[src/rtl/ltc_pkg.sv]
// shared constants and types of the logic timer and counter blocks
package ltc_pkg;
    // logic tick: 1 ms at 40 MHz sys_clk
    localparam int unsigned TICK_TIME_NS  = 1000000;
    localparam int unsigned CLK_PERIOD_NS = 25;
    localparam int unsigned TICK_CYCLES   = TICK_TIME_NS / CLK_PERIOD_NS;
    // default field widths
    localparam int unsigned TIME_WIDTH    = 16;
    localparam int unsigned COUNT_WIDTH   = 16;
    localparam int unsigned EVENT_COUNT   = 4;
    // default presets, in ticks and in counts
    localparam int unsigned PRESET_TIME_DEFAULT  = 10;
    localparam int unsigned PRESET_COUNT_DEFAULT = 5;
    // reset values
    localparam logic        OUT_RESET     = 1'b0;
    // gate kinds of a grid position
    typedef enum logic [2:0] {
        LTC_GATE_AND  = 3'b000,
        LTC_GATE_OR   = 3'b001,
        LTC_GATE_XOR  = 3'b010,
        LTC_GATE_NAND = 3'b011,
        LTC_GATE_NOR  = 3'b100,
        LTC_GATE_XNOR = 3'b101
    } ltc_gate_type;
endpackage

[src/rtl/ltc_tick_gen.sv]
// divider producing the one-cycle logic tick enable
`timescale 1ns/1ps
module ltc_tick_gen
    import ltc_pkg::*;
#(
    parameter int unsigned DIVIDE = TICK_CYCLES
)
(
    input  wire logic sys_clk,
    input  wire logic rst_n,
    input  wire logic sync_clear,
    output logic      tick
);
    localparam int unsigned CW = (DIVIDE > 1) ? $clog2(DIVIDE) : 1;
    localparam logic [CW-1:0] LAST = CW'(DIVIDE - 1);

    typedef struct packed {
        logic [CW-1:0] count;
        logic          tick;
    } ltc_div_state_type;

    ltc_div_state_type state;
    ltc_div_state_type next_state;

    if (DIVIDE < 1)
    begin
        $error("tick divide must be at least one");
    end

    always_comb
    begin
        next_state = state;
        next_state.tick = 1'b0;
        if (sync_clear)
        begin
            next_state.count = '0;
        end
        else if (state.count == LAST)
        begin
            next_state.count = '0;
            next_state.tick  = 1'b1;
        end
        else
        begin
            next_state.count = state.count + CW'(1);
        end
    end

    always_ff @(posedge sys_clk or negedge rst_n)
    begin
        if (!rst_n)
            state <= '0;
        else
            state <= next_state;
    end

    assign tick = state.tick;
endmodule

[src/rtl/ltc_gate.sv]
// configurable two-input gate of one grid position
`timescale 1ns/1ps
module ltc_gate
    import ltc_pkg::*;
(
    input  wire logic         in_a,
    input  wire logic         in_b,
    input  wire ltc_gate_type kind,
    output logic              result
);
    always_comb
    begin
        case (kind)
            LTC_GATE_AND:  result = in_a & in_b;
            LTC_GATE_OR:   result = in_a | in_b;
            LTC_GATE_XOR:  result = in_a ^ in_b;
            LTC_GATE_NAND: result = ~(in_a & in_b);
            LTC_GATE_NOR:  result = ~(in_a | in_b);
            LTC_GATE_XNOR: result = ~(in_a ^ in_b);
            default:       result = 1'b0;
        endcase
    end
endmodule

[src/rtl/ltc_blocks.sv]
// tick-driven timers, counters and the output stage of a logic sheet
`timescale 1ns/1ps
// Overview of operation
// - on-delay output rises only after trigger seen high on preset_time successive ticks
// - on-delay output drops at once on low trigger; timing restarts from zero
// - off-delay output goes high on each trigger rising edge
// - off-delay output stays high preset_time after trigger falls, then clears
// - pulse generator toggles, preset_time high and preset_time low
// - pulse generator runs only while trigger is high, else output low
// - one-shot high preset_time after rising edge; edges while high ignored
// - retriggerable one-shot restarts full preset_time on each rising edge
// - up counter adds one per up_pulse edge while below preset_count
// - up counter saturates at preset_count
// - up counter wipe edge clears count and beats a simultaneous up_pulse
// - up counter output high while count at or above preset_count
// - down counter subtracts one per down_pulse edge while above zero
// - down counter never goes below zero
// - reload_pulse edge loads preset_count and beats a simultaneous down_pulse
// - down counter output high while count is zero
// - sheet output may assert up to four selected trigger events
// - each grid position is one of six two-input gate types
// - preset times count whole ticks; timing advances once per tick
module ltc_blocks
    import ltc_pkg::*;
#(
    parameter int unsigned TW           = TIME_WIDTH,
    parameter int unsigned CW           = COUNT_WIDTH,
    parameter int unsigned TICK_DIVIDE  = TICK_CYCLES,
    parameter logic [TW-1:0] PRESET_TIME  = TW'(PRESET_TIME_DEFAULT),
    parameter logic [CW-1:0] PRESET_COUNT = CW'(PRESET_COUNT_DEFAULT)
)
(
    input  wire logic                   sys_clk,
    input  wire logic                   rst_n,
    input  wire logic                   sync_clear,
    input  wire logic                   on_delay_in,
    input  wire logic                   off_delay_in,
    input  wire logic                   pulse_gen_in,
    input  wire logic                   oneshot_in,
    input  wire logic                   retrig_in,
    input  wire logic                   up_pulse,
    input  wire logic                   up_wipe,
    input  wire logic                   down_pulse,
    input  wire logic                   reload_pulse,
    input  wire logic                   gate_in_a,
    input  wire logic                   gate_in_b,
    input  wire ltc_gate_type           gate_kind,
    input  wire logic [EVENT_COUNT-1:0] event_select,
    output logic                        on_delay_timer,
    output logic                        off_delay_timer,
    output logic                        pulse_gen,
    output logic                        oneshot_pulse,
    output logic                        retrig_oneshot,
    output logic                        up_counter,
    output logic                        down_counter,
    output logic [CW-1:0]               up_current_count,
    output logic [CW-1:0]               down_current_count,
    output logic                        sheet_out,
    output logic [EVENT_COUNT-1:0]      trigger_events
);
    localparam int NIN = 10;

    // synchronised input bundle order
    localparam int I_ON  = 0;
    localparam int I_OFF = 1;
    localparam int I_PG  = 2;
    localparam int I_OS  = 3;
    localparam int I_RT  = 4;
    localparam int I_UP  = 5;
    localparam int I_UW  = 6;
    localparam int I_DN  = 7;
    localparam int I_LD  = 8;
    localparam int I_GB  = 9;

    typedef struct packed {
        // input synchroniser and the sample of the last tick
        logic [NIN-1:0] sync1;
        logic [NIN-1:0] sync2;
        logic [NIN-1:0] prev;

        // tick counts of the five timers
        logic [TW-1:0]  on_cnt;
        logic [TW-1:0]  off_cnt;
        logic [TW-1:0]  pg_cnt;
        logic [TW-1:0]  os_cnt;
        logic [TW-1:0]  rt_cnt;

        // timer outputs
        logic           on_q;
        logic           off_q;
        logic           pg_q;
        logic           os_q;
        logic           rt_q;

        // counter values and flags
        logic [CW-1:0]  up_cv;
        logic [CW-1:0]  dn_cv;
        logic           up_q;
        logic           dn_q;

        // sheet output stage
        logic           sheet_q;
        logic [EVENT_COUNT-1:0] events_q;
    } ltc_state_type;

    ltc_state_type state;
    ltc_state_type next_state;

    logic          tick;
    logic          gate_result;
    logic [NIN-1:0] raw_in;

    // refuse settings that the counters and the divider cannot serve
    if (TW < 1 || CW < 1)
    begin
        $error("preset widths must be at least one bit");
    end
    if (TICK_DIVIDE < 1)
    begin
        $error("tick divide must be at least one");
    end
    if (PRESET_TIME == '0)
    begin
        $error("preset time must be at least one tick");
    end
    if (EVENT_COUNT < 1 || EVENT_COUNT > 4)
    begin
        $error("a sheet serves one to four trigger events");
    end

    ltc_tick_gen #(
        .DIVIDE     (TICK_DIVIDE)
    ) u_tick (
        .sys_clk    (sys_clk),
        .rst_n      (rst_n),
        .sync_clear (sync_clear),
        .tick       (tick)
    );

    // gate sees the output of the on-delay timer and the synchronised gate_in_b pin
    ltc_gate u_gate (
        .in_a   (state.on_q),
        .in_b   (state.sync2[I_GB]),
        .kind   (gate_kind),
        .result (gate_result)
    );

    assign raw_in = {gate_in_b, reload_pulse, down_pulse, up_wipe, up_pulse,
                     retrig_in, oneshot_in, pulse_gen_in, off_delay_in, on_delay_in};

    // rising edge against the sample of the previous tick
    function automatic logic rose(input logic [NIN-1:0] cur,
                                  input logic [NIN-1:0] old,
                                  input int             idx);
        rose = cur[idx] & ~old[idx];
    endfunction

    // a timer count has reached the preset
    function automatic logic at_preset(input logic [TW-1:0] cnt);
        at_preset = (cnt == PRESET_TIME);
    endfunction

    // timer counter step that stops at the preset
    function automatic logic [TW-1:0] step(input logic [TW-1:0] cnt);
        step = at_preset(cnt) ? cnt : cnt + TW'(1);
    endfunction

    logic [NIN-1:0] cur;

    always_comb
    begin
        cur = state.sync2;
        next_state = state;
        next_state.sync1 = raw_in;
        next_state.sync2 = state.sync1;

        if (sync_clear)
        begin
            next_state = '0;
            next_state.sync1 = raw_in;
            next_state.sync2 = state.sync1;
        end
        else if (tick)
        begin
            next_state.prev = cur;

            // on-delay: count while high, output at preset
            // limitation: the first high tick counts whole, so the wait may be short of a tick
            if (!cur[I_ON])
            begin
                next_state.on_cnt = '0;
                next_state.on_q   = 1'b0;
            end
            else
            begin
                next_state.on_cnt = step(state.on_cnt);
                next_state.on_q   = at_preset(step(state.on_cnt));
            end

            // off-delay: edge sets, low phase counts out
            // a new edge during the hold clears the count, so the hold starts over
            if (rose(cur, state.prev, I_OFF))
            begin
                next_state.off_q   = 1'b1;
                next_state.off_cnt = '0;
            end
            else if (cur[I_OFF])
            begin
                next_state.off_cnt = '0;
            end
            else if (state.off_q)
            begin
                next_state.off_cnt = step(state.off_cnt);
                if (at_preset(step(state.off_cnt)))
                    next_state.off_q = 1'b0;
            end

            // pulse generator
            // the first high tick opens a high phase, so the wave lines up with the trigger
            if (!cur[I_PG])
            begin
                next_state.pg_q   = 1'b0;
                next_state.pg_cnt = '0;
            end
            else if (!state.prev[I_PG])
            begin
                next_state.pg_q   = 1'b1;
                next_state.pg_cnt = TW'(1);
            end
            else if (at_preset(state.pg_cnt))
            begin
                next_state.pg_q   = ~state.pg_q;
                next_state.pg_cnt = TW'(1);
            end
            else
            begin
                next_state.pg_cnt = state.pg_cnt + TW'(1);
            end

            // non-retriggerable one-shot
            // the running pulse is served first, which is what makes edges while high ignored
            if (state.os_q)
            begin
                if (at_preset(state.os_cnt))
                begin
                    next_state.os_q   = 1'b0;
                    next_state.os_cnt = '0;
                end
                else
                begin
                    next_state.os_cnt = state.os_cnt + TW'(1);
                end
            end
            else if (rose(cur, state.prev, I_OS))
            begin
                next_state.os_q   = 1'b1;
                next_state.os_cnt = TW'(1);
            end

            // retriggerable one-shot: every edge restarts
            // the edge is tested first, so a restart beats expiry in the same tick
            if (rose(cur, state.prev, I_RT))
            begin
                next_state.rt_q   = 1'b1;
                next_state.rt_cnt = TW'(1);
            end
            else if (state.rt_q)
            begin
                if (at_preset(state.rt_cnt))
                begin
                    next_state.rt_q   = 1'b0;
                    next_state.rt_cnt = '0;
                end
                else
                begin
                    next_state.rt_cnt = state.rt_cnt + TW'(1);
                end
            end

            // up counter, wipe first
            if (rose(cur, state.prev, I_UW))
                next_state.up_cv = '0;
            else if (rose(cur, state.prev, I_UP) && state.up_cv < PRESET_COUNT)
                next_state.up_cv = state.up_cv + CW'(1);

            // down counter, reload first
            if (rose(cur, state.prev, I_LD))
                next_state.dn_cv = PRESET_COUNT;
            else if (rose(cur, state.prev, I_DN) && state.dn_cv != '0)
                next_state.dn_cv = state.dn_cv - CW'(1);
        end

        next_state.up_q = (next_state.up_cv >= PRESET_COUNT);
        next_state.dn_q = (next_state.dn_cv == '0);

        // sheet output drives relay level and selected trigger events
        next_state.sheet_q  = gate_result;
        next_state.events_q = gate_result ? event_select : '0;
    end

    always_ff @(posedge sys_clk or negedge rst_n)
    begin
        if (!rst_n)
            state <= '0;
        else
            state <= next_state;
    end

    // every output is a field of the state register
    assign on_delay_timer     = state.on_q;
    assign off_delay_timer    = state.off_q;
    assign pulse_gen          = state.pg_q;
    assign oneshot_pulse      = state.os_q;
    assign retrig_oneshot     = state.rt_q;
    assign up_counter         = state.up_q;
    assign down_counter       = state.dn_q;
    assign up_current_count   = state.up_cv;
    assign down_current_count = state.dn_cv;
    assign sheet_out          = state.sheet_q;
    assign trigger_events     = state.events_q;
endmodule

[config.mk]
export PLATFORM = sky130hd
export DESIGN_NAME = ltc_blocks
export DESIGN_NICKNAME = d
export VERILOG_FILES = /design/src/rtl/ltc_pkg.sv /design/src/rtl/ltc_tick_gen.sv /design/src/rtl/ltc_gate.sv /design/src/rtl/ltc_blocks.sv
export SDC_FILE = /design/constraint.sdc
export NUM_CORES = 1
export LEC_CHECK = 0
export ABC_AREA = 1
export BUFFER_PORTS_ARGS = -buffer_cell sky130_fd_sc_hd__buf_2
export CORE_ASPECT_RATIO = 1.75
export CORE_MARGIN = 10
export CORE_UTILIZATION = 40
export CTS_CLUSTER_DIAMETER = 40
export CTS_CLUSTER_SIZE = 30
export DETAILED_ROUTE_END_ITERATION = 10
export GPL_TIMING_DRIVEN = 0
export HOLD_SLACK_MARGIN = 0.02
export MAX_ROUTING_LAYER = met4
export PLACE_DENSITY = 0.6
export SETUP_SLACK_MARGIN = 0.1
export SYNTH_ARGS = -nofsm -noshare
export SYNTH_HDL_FRONTEND = slang
export SYNTH_HIERARCHICAL = 1
export SYNTH_SLANG_ARGS = --single-unit
[constraint.sdc]
create_clock -name sys_clk -period 5.3 [get_ports sys_clk]
set_input_delay 1.06 -clock sys_clk [delete_from_list [all_inputs] [get_ports sys_clk]]
set_output_delay 1.06 -clock sys_clk [all_outputs]
set_load 0.005 [all_outputs]
==> Word-level counts from Yosys, hierarchy flattened <==
Cells that the tools add are included.
{ "op_classes": {"addsub": 8, "magnitude_cmp": 2, "n_eq_ne": 15, "muxes": 41, "bitwise_logic": 21, "n_reduce_logical": 14} }
{ "ops": {"columns": ["op", "count"], "rows": [
  ["$mux 16", 21],
  ["$mux 126", 2],
  ["$add 16x1->16 const B", 7],
  ["$eq 16x4->1 const B", 7],
  ["$eq 16x16->1 const B", 1],
  ["$ge 16x3->1 const B", 1],
  ["$logic_not 16->1", 1],
  ["$lt 16x3->1 const B", 1],
  ["$mux 1", 16],
  ["$reduce_bool 16->1", 1],
  ["$sub 16x1->16 const B", 1],
  ["$not 1->1", 11],
  ["$reduce_and 2->1", 5],
  ["$and 1x1->1", 8],
  ["$eq 3x2->1 const B", 2],
  ["$eq 3x3->1 const B", 2],
  ["$pmux 1 s6", 1],
  ["$reduce_bool 3->1", 2],
  ["$mux 4", 1],
  ["$ne 4x3->1 const B", 1],
  ["$reduce_bool 4->1", 1],
  ["$eq 3x1->1 const B", 1],
  ["$logic_not 3->1", 1],
  ["$ne 3x2->1 const B", 1],
  ["4 further kinds", 5]
]} }
{ "totals": {"reg_bits": 170, "in_bits": 21, "out_inout_bits": 44, "word_cells": 122} }

==> Logic depth before layout (Yosys ltp) <==
Gate-level depths: netlist of the first run.
{ "logic_depth": {"word_depth": 10, "depth_mapped": 14, "depth_no_buf": 14} }

==> Modules after synthesis <==
Netlist of the first run, hierarchy kept.
{ "by_module_without_submodules": {"columns": ["mod", "n_inst", "cells_each", "area_each_um2", "seq_area_each_um2"], "rows": [
  ["ltc_blocks", 1, 980, 8117.8, 3803.6],
  ["ltc_tick_gen", 1, 119, 943.4, 425.4],
  ["ltc_gate", 1, 26, 122.6, 0.0]
]} }

==> Least setup slack after synthesis of the first run <==
No wires, ideal clock.
{ "synth_timing": {"path_type": "input to register", "start": "input port sync_clear", "end": "register state[55] (netlist bit)", "setup_time_ns": 0.119, "arrival_time_ns": 1.935, "required_time_ns": 5.181, "path_slack_ns": 3.246, "path_stages": 9, "path_buffers": 1, "path_cell_list": "nor2_2 -> inv_2 -> o31ai_1 -> inv_1 -> buf_2 -> nand3_1 -> nor2_1 -> o22ai_1 -> inv_1"} }
{ "synth_via": {"elab_chain_cells": 2, "word_cells_on_any_way": 4, "cone_classes": "mux: 1; reduce/logical: 3"} }
{ "synth_lines": {"columns": ["item", "line", "rtl"], "rows": [
  ["start: declaration", "ltc_blocks.sv:35", "input wire logic sync_clear,"],
  ["$reduce_bool 3->1 (no line) / $reduce_bool 2->1 (equally long branches)", null, null],
  ["$reduce_and 2->1 (no line)", null, null],
  ["end signal: assignment", "ltc_blocks.sv:306", "state <= next_state;"],
  ["end: declaration", "ltc_blocks.sv:106", "ltc_state_type state;"]
]} }
Several ways; a longest one is shown, not always the timed one.
A chain may end at the register's enable or synchronous reset.

==> Worst setup path in the final report of the first run <==
{ "layout_timing": {"start": "register state, in the netlist down_current_count[9]", "end": "output port down_current_count[9]"} }
{ "layout_lines": {"columns": ["item", "line", "rtl"], "rows": [
  ["end: declaration", "ltc_blocks.sv:57", "output logic [CW-1:0] down_current_count,"]
]} }
No word-level cell between the ends.

==> results by group, run 1 <==
Status
  – Outcome: completed

CTS
  – Gates resized, CTS repair: 0
  – CTS Buf Count: 17
  – Cts hold-fix bufs: 0
  – Sink Count: 169
  – CTS max path bufs: 2
  – Clk root buf: clkbuf_16
  – Worst-Skew Late Latency: 0.44 ns
  – CTS tree: yes
  – CTS H-tree lvls: 4
  – Setup Buffers After CTS: 0
  – Clock Pin Slew Worst Setup and Hold Paths: 0.07 ns

Synthesis
  – EDFF count, synth: 0
  – Synth Area in XOR/XNOR: 0.0420
  – #FFs+latches synth: 169
  – Ys Warns: 6
  – Simple-Gate Fraction of Synth Area: 0.275
  – Synth Area in Compound Gates: 0.0845
  – Seq/Total Area, Yosys: 0.460
  – Cell area after synthesis: 9180 µm²
  – Top FF cell, synth: dfrtp_1
  – Unique masters post-synth: 48
  – Synth Area in Adders: 0.0232
  – Post-synthesis mux area share: 0.00123
  – Ys async rst share: 1.00
  – Main combinational cell family by area after synthesis: simple AND/OR/NAND/NOR gates
  – Mapped Nets: 1163
  – Syn_area_per_cell: 8.16 µm²
  – Cells after Synth: 1125

GRT
  – Met1 usage: 0.143
  – Met3 Usage GRT: 0.0354
  – Initial antenna violation count: 0
  – Largest net degree at the start of global routing: 112
  – GR Layer Usage met2: 0.275
  – GRT Max-Usage Layer: met2
  – Number of global-route vias before repair: 7594
  – Grt total ovfl: 0
  – First-pass GRT wire length: 34800 µm
  – Tot GR Track Use: 0.148

Detailed routing
  – Wire length per cell: 13.5 µm
  – Number of vias in the routed layout: 7422
  – Total Routed Length: 20500 µm
  – Post-DRT Antenna Nets: 0
  – Via density: 4.88
  – First-pass DRT Iterations: 4
  – DRC Markers: 0
  – Initial DRC count: 378

Power and ir drop
  – Power Density: 259 nW/µm²
  – Total power: 0.00273 W
  – P_leak: 5.15 nW
  – Maximum vdd drop: 0.195 mV

Timing
  – Max Fclk: 446 MHz
  – Slew HR: 0.607
  – Slew Viols, Final: 0
  – RSZ-0062 raised after global routing: false
  – Final setup vio count: 0
  – Setup TNS Final: 0 ns
  – Final Hold Fails: 0
  – Slew @ Worst Pin: 0.590 ns
  – Skew final: 0.0110 ns
  – Final setup margin: 3.06 ns
  – Final Cycle Share: 0.423
  – Fin crit period: 2.24 ns

Final layout
  – # diodes: 0
  – Nets@finish: 1246
  – Layout cell share with drive strength beyond 1: 0.179
  – Synth-to-layout area growth: 14.7%
  – Commonest non-fill, non-tap cell in the layout: nand2_1
  – Most frequent cells in the layout: nand2_1, inv_1, dfrtp_1
  – Final Core Density: 0.465

Run
  – Max-Cap Viols: 0

Setup path
  – Critical-path cell list: buf_4 > buf_2
  – R2R depth: 7
  – Critical Path Sink Type: output pin
  – R2R Setup Slk: 3.26 ns
  – Reg-to-reg critical path startpoint: state[90]
  – Worst r2r dst: state[88]
  – Max FO, Critical Path: 6
  – Crit path from: down_current_count[9]
  – Critical Path Max Stage Delay: 0.46 ns
  – Worst EP required: 4.24 ns
  – Critical path startpoint category: register
  – Kind of critical path: reg -> out
  – Arrival @ worst endpoint: 1.18 ns
  – Crit path to: down_current_count[9]
  – Worst-path cell with the longest stage delay: dfrtp_1

Floorplanning
  – Die Wd: 135 µm
  – Die Ht: 220 µm
  – # IOs: 65
  – Die ar.: 29700 µm²
  – Row count: 73
  – Initial Utilization: 0.405
  – Core area: 22700 µm²

Placement
  – Place WS: 2.64 ns
  – Final HPWL DP: 15500 µm
  – Placer Congestion: 0.845
  – Port bufs: 63

Hold path
  – Worst hold-check path type: reg -> reg
-- worst min-delay path by stage --
| stage | start | to | slack [ns] | depth (start not counted) |
|---|---|---|---|---|
| after floorplan | next_state[134] | cur[0] | 0.33 | 0 |
| after global placement | next_state[139] | cur[5] | 0.33 | 0 |
| after detailed placement | next_state[141] | cur[7] | 0.34 | 0 |
| after CTS | next_state[141] | cur[7] | 0.35 | 0 |
| after global routing | next_state[134] | cur[0] | 0.36 | 0 |
| final | next_state[141] | cur[7] | 0.35 | 0 |
-- area by class of cell --
class,instances,area (µm²)
Timing Repair Buffer,64,353
Fill cell,2325,12100
Sequential cell,169,4230
Buffer,52,340
Clock buffer,18,439
Tap cell,300,375
Multi-Input combinational cell,716,3910
Clock inverter,14,184
Inverter,188,708
-- cell usage after synthesis (6+ instances only) --
cell type	number	area, µm²
a21oi_1	25	125
buf_4	37	278
clkbuf_1	10	37.5
dfrtp_1	169	4230
ha_1	17	213
inv_1	172	646
inv_2	15	56.3
nand2_1	182	683
nand2_2	13	81.3
nand3_1	71	355
nand3_2	8	80.1
nand4_1	27	169
nor2_1	120	450
nor2_2	21	131
nor3_1	38	190
nor3_2	6	60.1
nor4_1	11	68.8
o21ai_0	31	155
o21ai_1	15	75.1
o21bai_1	6	45.0
o22ai_1	43	269
xor2_1	40	350
-- logic make-up (layout without fill, tap and decap cells) --
family,Yosys count,after routing
xor+xnor,44,44
compound gates,133,133
flops,169,169
fa+ha+maj,17,17
mux,1,1
simple gates,521,521
buf+inv,240,336
-- state kept, by name, indices dropped and copies added (netlist names), 4 cells and up --
register and count:
trigger_events 4, up_current_count 16, state 88, cur 10
u_tick/state 16, next_state 10, down_current_count 16
-- worst max-delay path: cells and delay by family (launching register included) --
family,cells,cell delay (ns)
flops,1,0.46
buf+inv,2,0.27
-- report_power, final --
part / internal, W / switching [W] / total, W
clock: 0.000766 / 0.000562 / 0.00133
sequential: 0.00130 / 0.00000625 / 0.00131
combinational: 0.0000239 / 0.0000693 / 0.0000932
-- layer usage --
layer  share of wire  vias to the layer above
li1                -                     3780
met1            0.39                     3502
met2            0.55                      107
met3           0.033                       33
met4           0.025                        0
met5               0                        -
-- metrics by stage --
step | instance area [µm²] | hold slack [ns] | instances
2_1_floorplan | 9180 | 0.331 | 1125
6_report | 10500 | 0.348 | 1521
5_1_grt | 10500 | 0.357 | 1521
3_3_place_gp | 9870 | 0.335 | 1488
4_1_cts | 10500 | 0.350 | 1521
3_5_place_dp | 9910 | 0.337 | 1489
No activity file was read; power rests on OpenSTA's default activity.
==> inputs of run 2 (changes only) <==
--- a/config.mk
+++ b/config.mk
@@ -5,7 +5,7 @@
 export SDC_FILE = /design/constraint.sdc
 export NUM_CORES = 1
 export LEC_CHECK = 0
-export ABC_AREA = 1
+export ABC_AREA = 0
 export BUFFER_PORTS_ARGS = -buffer_cell sky130_fd_sc_hd__buf_2
 export CORE_ASPECT_RATIO = 1.75
 export CORE_MARGIN = 10
==> constraint.sdc (replaced) <==
create_clock -name sys_clk -period 2.16 [get_ports sys_clk]
set_input_delay 0.432 -clock sys_clk [delete_from_list [all_inputs] [get_ports sys_clk]]
set_output_delay 0.432 -clock sys_clk [all_outputs]
set_load 0.005 [all_outputs]
==> run 2 against run 1 <==
- largest cell class is now multi-input combinational cells
- synthesized cell count down 15%
- largest power group is now sequential cells
- the run now ends with setup timing left
- synthesized area is 3.3% lower
- power increased by 140%
==> results by group, run 2 <==
Synthesis
  – Synth top area cells: dfrtp_1, o21ai_0, nor2_1
  – Commonest cells in the netlist: dfrtp_1, nor2_1, o21ai_0
  – Unique masters post-synth: 64
  – Most numerous cell in the Yosys netlist: dfrtp_1
  – Cell taking the most area after synthesis: dfrtp_1
  – EDFF count, synth: 0
  – Cell area after synthesis: 8880 µm²
  – Ys Warns: 6
  – Ys async rst share: 1.00
  – #FFs+latches synth: 169
  – Syn_area_per_cell: 9.32 µm²
  – Top FF cell, synth: dfrtp_1
  – Mapped Nets: 991
  – Area share of the largest cell type after synthesis: 0.476
  – Seq/Total Area, Yosys: 0.476
  – Cells after Synth: 953

Detailed routing
  – Post-DRT Antenna Nets: 0
  – Number of vias in the routed layout: 7615
  – Initial DRC count: 502
  – First-pass DRT Iterations: 7
  – Via density: 5.40
  – Total Routed Length: 23200 µm
  – Wire length per cell: 16.4 µm
  – DRC Markers: 0

Setup path
  – Max FO, Critical Path: 6
  – Critical Path Sink Type: register
  – Worst r2r dst: down_counter
  – Arrival @ worst endpoint: 3.08 ns
  – Critical path startpoint category: register
  – R2R Setup Slk: -0.59 ns
  – Kind of critical path: reg -> reg
  – Reg-to-reg critical path startpoint: down_current_count[0]
  – R2R depth: 9
  – Worst EP required: 2.50 ns

Placement
  – Final HPWL DP: 15600 µm
  – Placer Congestion: 0.863
  – Port bufs: 63
  – Placed cells: 1313
  – Post-place instance area: 9640 µm²

Final layout
  – Synth-to-layout area growth: 27.3%
  – Layout cell share with drive strength beyond 1: 0.296
  – Largest Register: state
  – Design area: 11300 µm²
  – Max reg flops: 88
  – Most frequent cells in the layout: dfrtp_1, buf_4, nor2_1
  – Nets@finish: 1139
  – # diodes: 0
  – Fillers: 2063
  – Commonest non-fill, non-tap cell in the layout: dfrtp_1
  – Finished Layout Cells: 1410

Power and ir drop
  – Power Density: 569 nW/µm²
  – Maximum vdd drop: 0.519 mV
  – P_leak: 5.07 nW

Hold path
  – Hold Path End: next_state[136]
  – Worst hold-check path type: in -> reg
  – Hold Crit Depth: 1
  – Hold Path Origin: pulse_gen_in

Timing
  – Final setup margin: -0.586 ns
  – Final Cycle Share: 1.27
  – Setup TNS Final: -0.675 ns
  – WHS: 0.0928 ns
  – Final Hold Fails: 0
  – Slew @ Worst Pin: 0.651 ns
  – RSZ-0062 raised after global routing: true
  – Fin crit period: 2.75 ns
  – Slew HR: 0.566
  – Slew Viols, Final: 0
  – Skew final: 0.00859 ns
  – Final setup vio count: 2
  – Max Fclk: 364 MHz

Floorplanning
  – Row count: 72
  – # IOs: 65
  – Core area: 22000 µm²
  – Initial Utilization: 0.404
  – Die Ht: 217 µm
  – Die Wd: 133 µm
  – Die ar.: 28800 µm²

GRT
  – Tot GR Track Use: 0.160
  – Grt total ovfl: 0
  – First-pass GRT wire length: 37300 µm
  – Largest net degree at the start of global routing: 88
  – Number of global-route vias before repair: 7554
  – Initial antenna violation count: 0

CTS
  – CTS max path bufs: 2
  – Worst-Skew Late Latency: 0.44 ns
  – CTS H-tree lvls: 4
  – Clock Pin Slew Worst Setup and Hold Paths: 0.07 ns
  – CTS tree: yes
  – Sink Count: 169
  – Clk root buf: clkbuf_16
  – CTS Buf Count: 17

Status
  – Outcome: finished, violations left
  – Failing checks: setup timing

Run
  – Max-Cap Viols: 0
-- run 2: cell types whose count changed in the layout (fill, tap and decap cells not counted), moves of 20 or more --
cell	previous run	this run
nor3_1	38	10
nand3_1	71	34
o22ai_1	43	2
o31ai_1	2	22
nor2_1	120	96
o21ai_0	31	82
and2_1	0	24
buf_4	37	101
xnor2_1	4	29
inv_1	172	24
nand2_1	182	72
-- run 2: layer usage --
metal,routed length [µm],part of all wire,vias to the layer above,track usage
met4,599,0.026,0,0.0696
met2,12700,0.55,151,0.290
met3,819,0.035,44,0.0325
met5,0,0,-,-
met1,9070,0.39,3762,0.165
li1,-,-,3658,-
-- run 2: layout make-up --
cell class / instances / area (µm²) / share of cell area
tap: 296 / 370 / 0.0328
multi-input combinational: 688 / 4700 / 0.416
inverter: 29 / 111 / 0.00985
sequential: 169 / 4240 / 0.376
clock inverter: 14 / 139 / 0.0123
buffer: 67 / 450 / 0.0399
timing repair buffer: 129 / 855 / 0.0756
clock buffer: 18 / 429 / 0.0380
-- run 2: where the power goes --
| group | total, W | internal, W | leakage, nW | switching [W] |
|---|---|---|---|---|
| Clock | 0.00301 | 0.00161 | 0.270 | 0.00140 |
| Combinational | 0.000209 | 0.0000623 | 2.52 | 0.000146 |
| Sequential | 0.00321 | 0.00319 | 2.28 | 0.0000194 |
-- run 2: logic make-up after synthesis --
group | count (synthesis) | synth area share
buffers and inverters | 96 | 0.0579
and+or+nand+nor | 416 | 0.246
muxes | 10 | 0.0113
DFF | 169 | 0.476
adders and majority gates | 17 | 0.0240
xor gates and xnor gates | 54 | 0.0533
AOI/OAI and AO/OA | 191 | 0.131
-- run 2: worst max path at each step --
stage,to,depth (start not counted),slack [ns],from
after floorplan,down_counter,9,-0.36,down_current_count[0]
after CTS,down_counter,9,-0.68,down_current_count[0]
after global routing,down_counter,9,-0.68,down_current_count[1]
final,down_counter,9,-0.59,down_current_count[0]
after detailed placement,down_counter,9,-0.75,down_current_count[0]
after global placement,state[54],1,-2.13,rst_n
-- run 2: critical path: stages (launching register included) --
cell       delay [ns]
dfrtp_1          0.39
inv_2            0.09
ha_4             0.13
or4b_4           0.47
nand4bb_4        0.28
nand4_1          0.18
xor2_1           0.17
nor2_1           0.07
or4_4            0.57
nor4_4           0.29
-- run 2: metrics by stage --
step,utilization,power [W],setup slack (ns)
6_report,0.514,0.00643,-0.586
5_1_grt,0.514,0.00667,-0.677
4_1_cts,0.487,0.00651,-0.681
3_5_place_dp,0.439,0.00348,-0.750
3_3_place_gp,0.437,0.00347,-2.13
2_1_floorplan,-,0.00334,-0.361
-- run 2: repair_timing --
item,CTS,global route
pin swaps,22,46
setup buffers,31,34
resized for setup,77,96
hold endpoints to repair,30,0
endpoints found under the setup margin,80,76
hold buffers,1,0
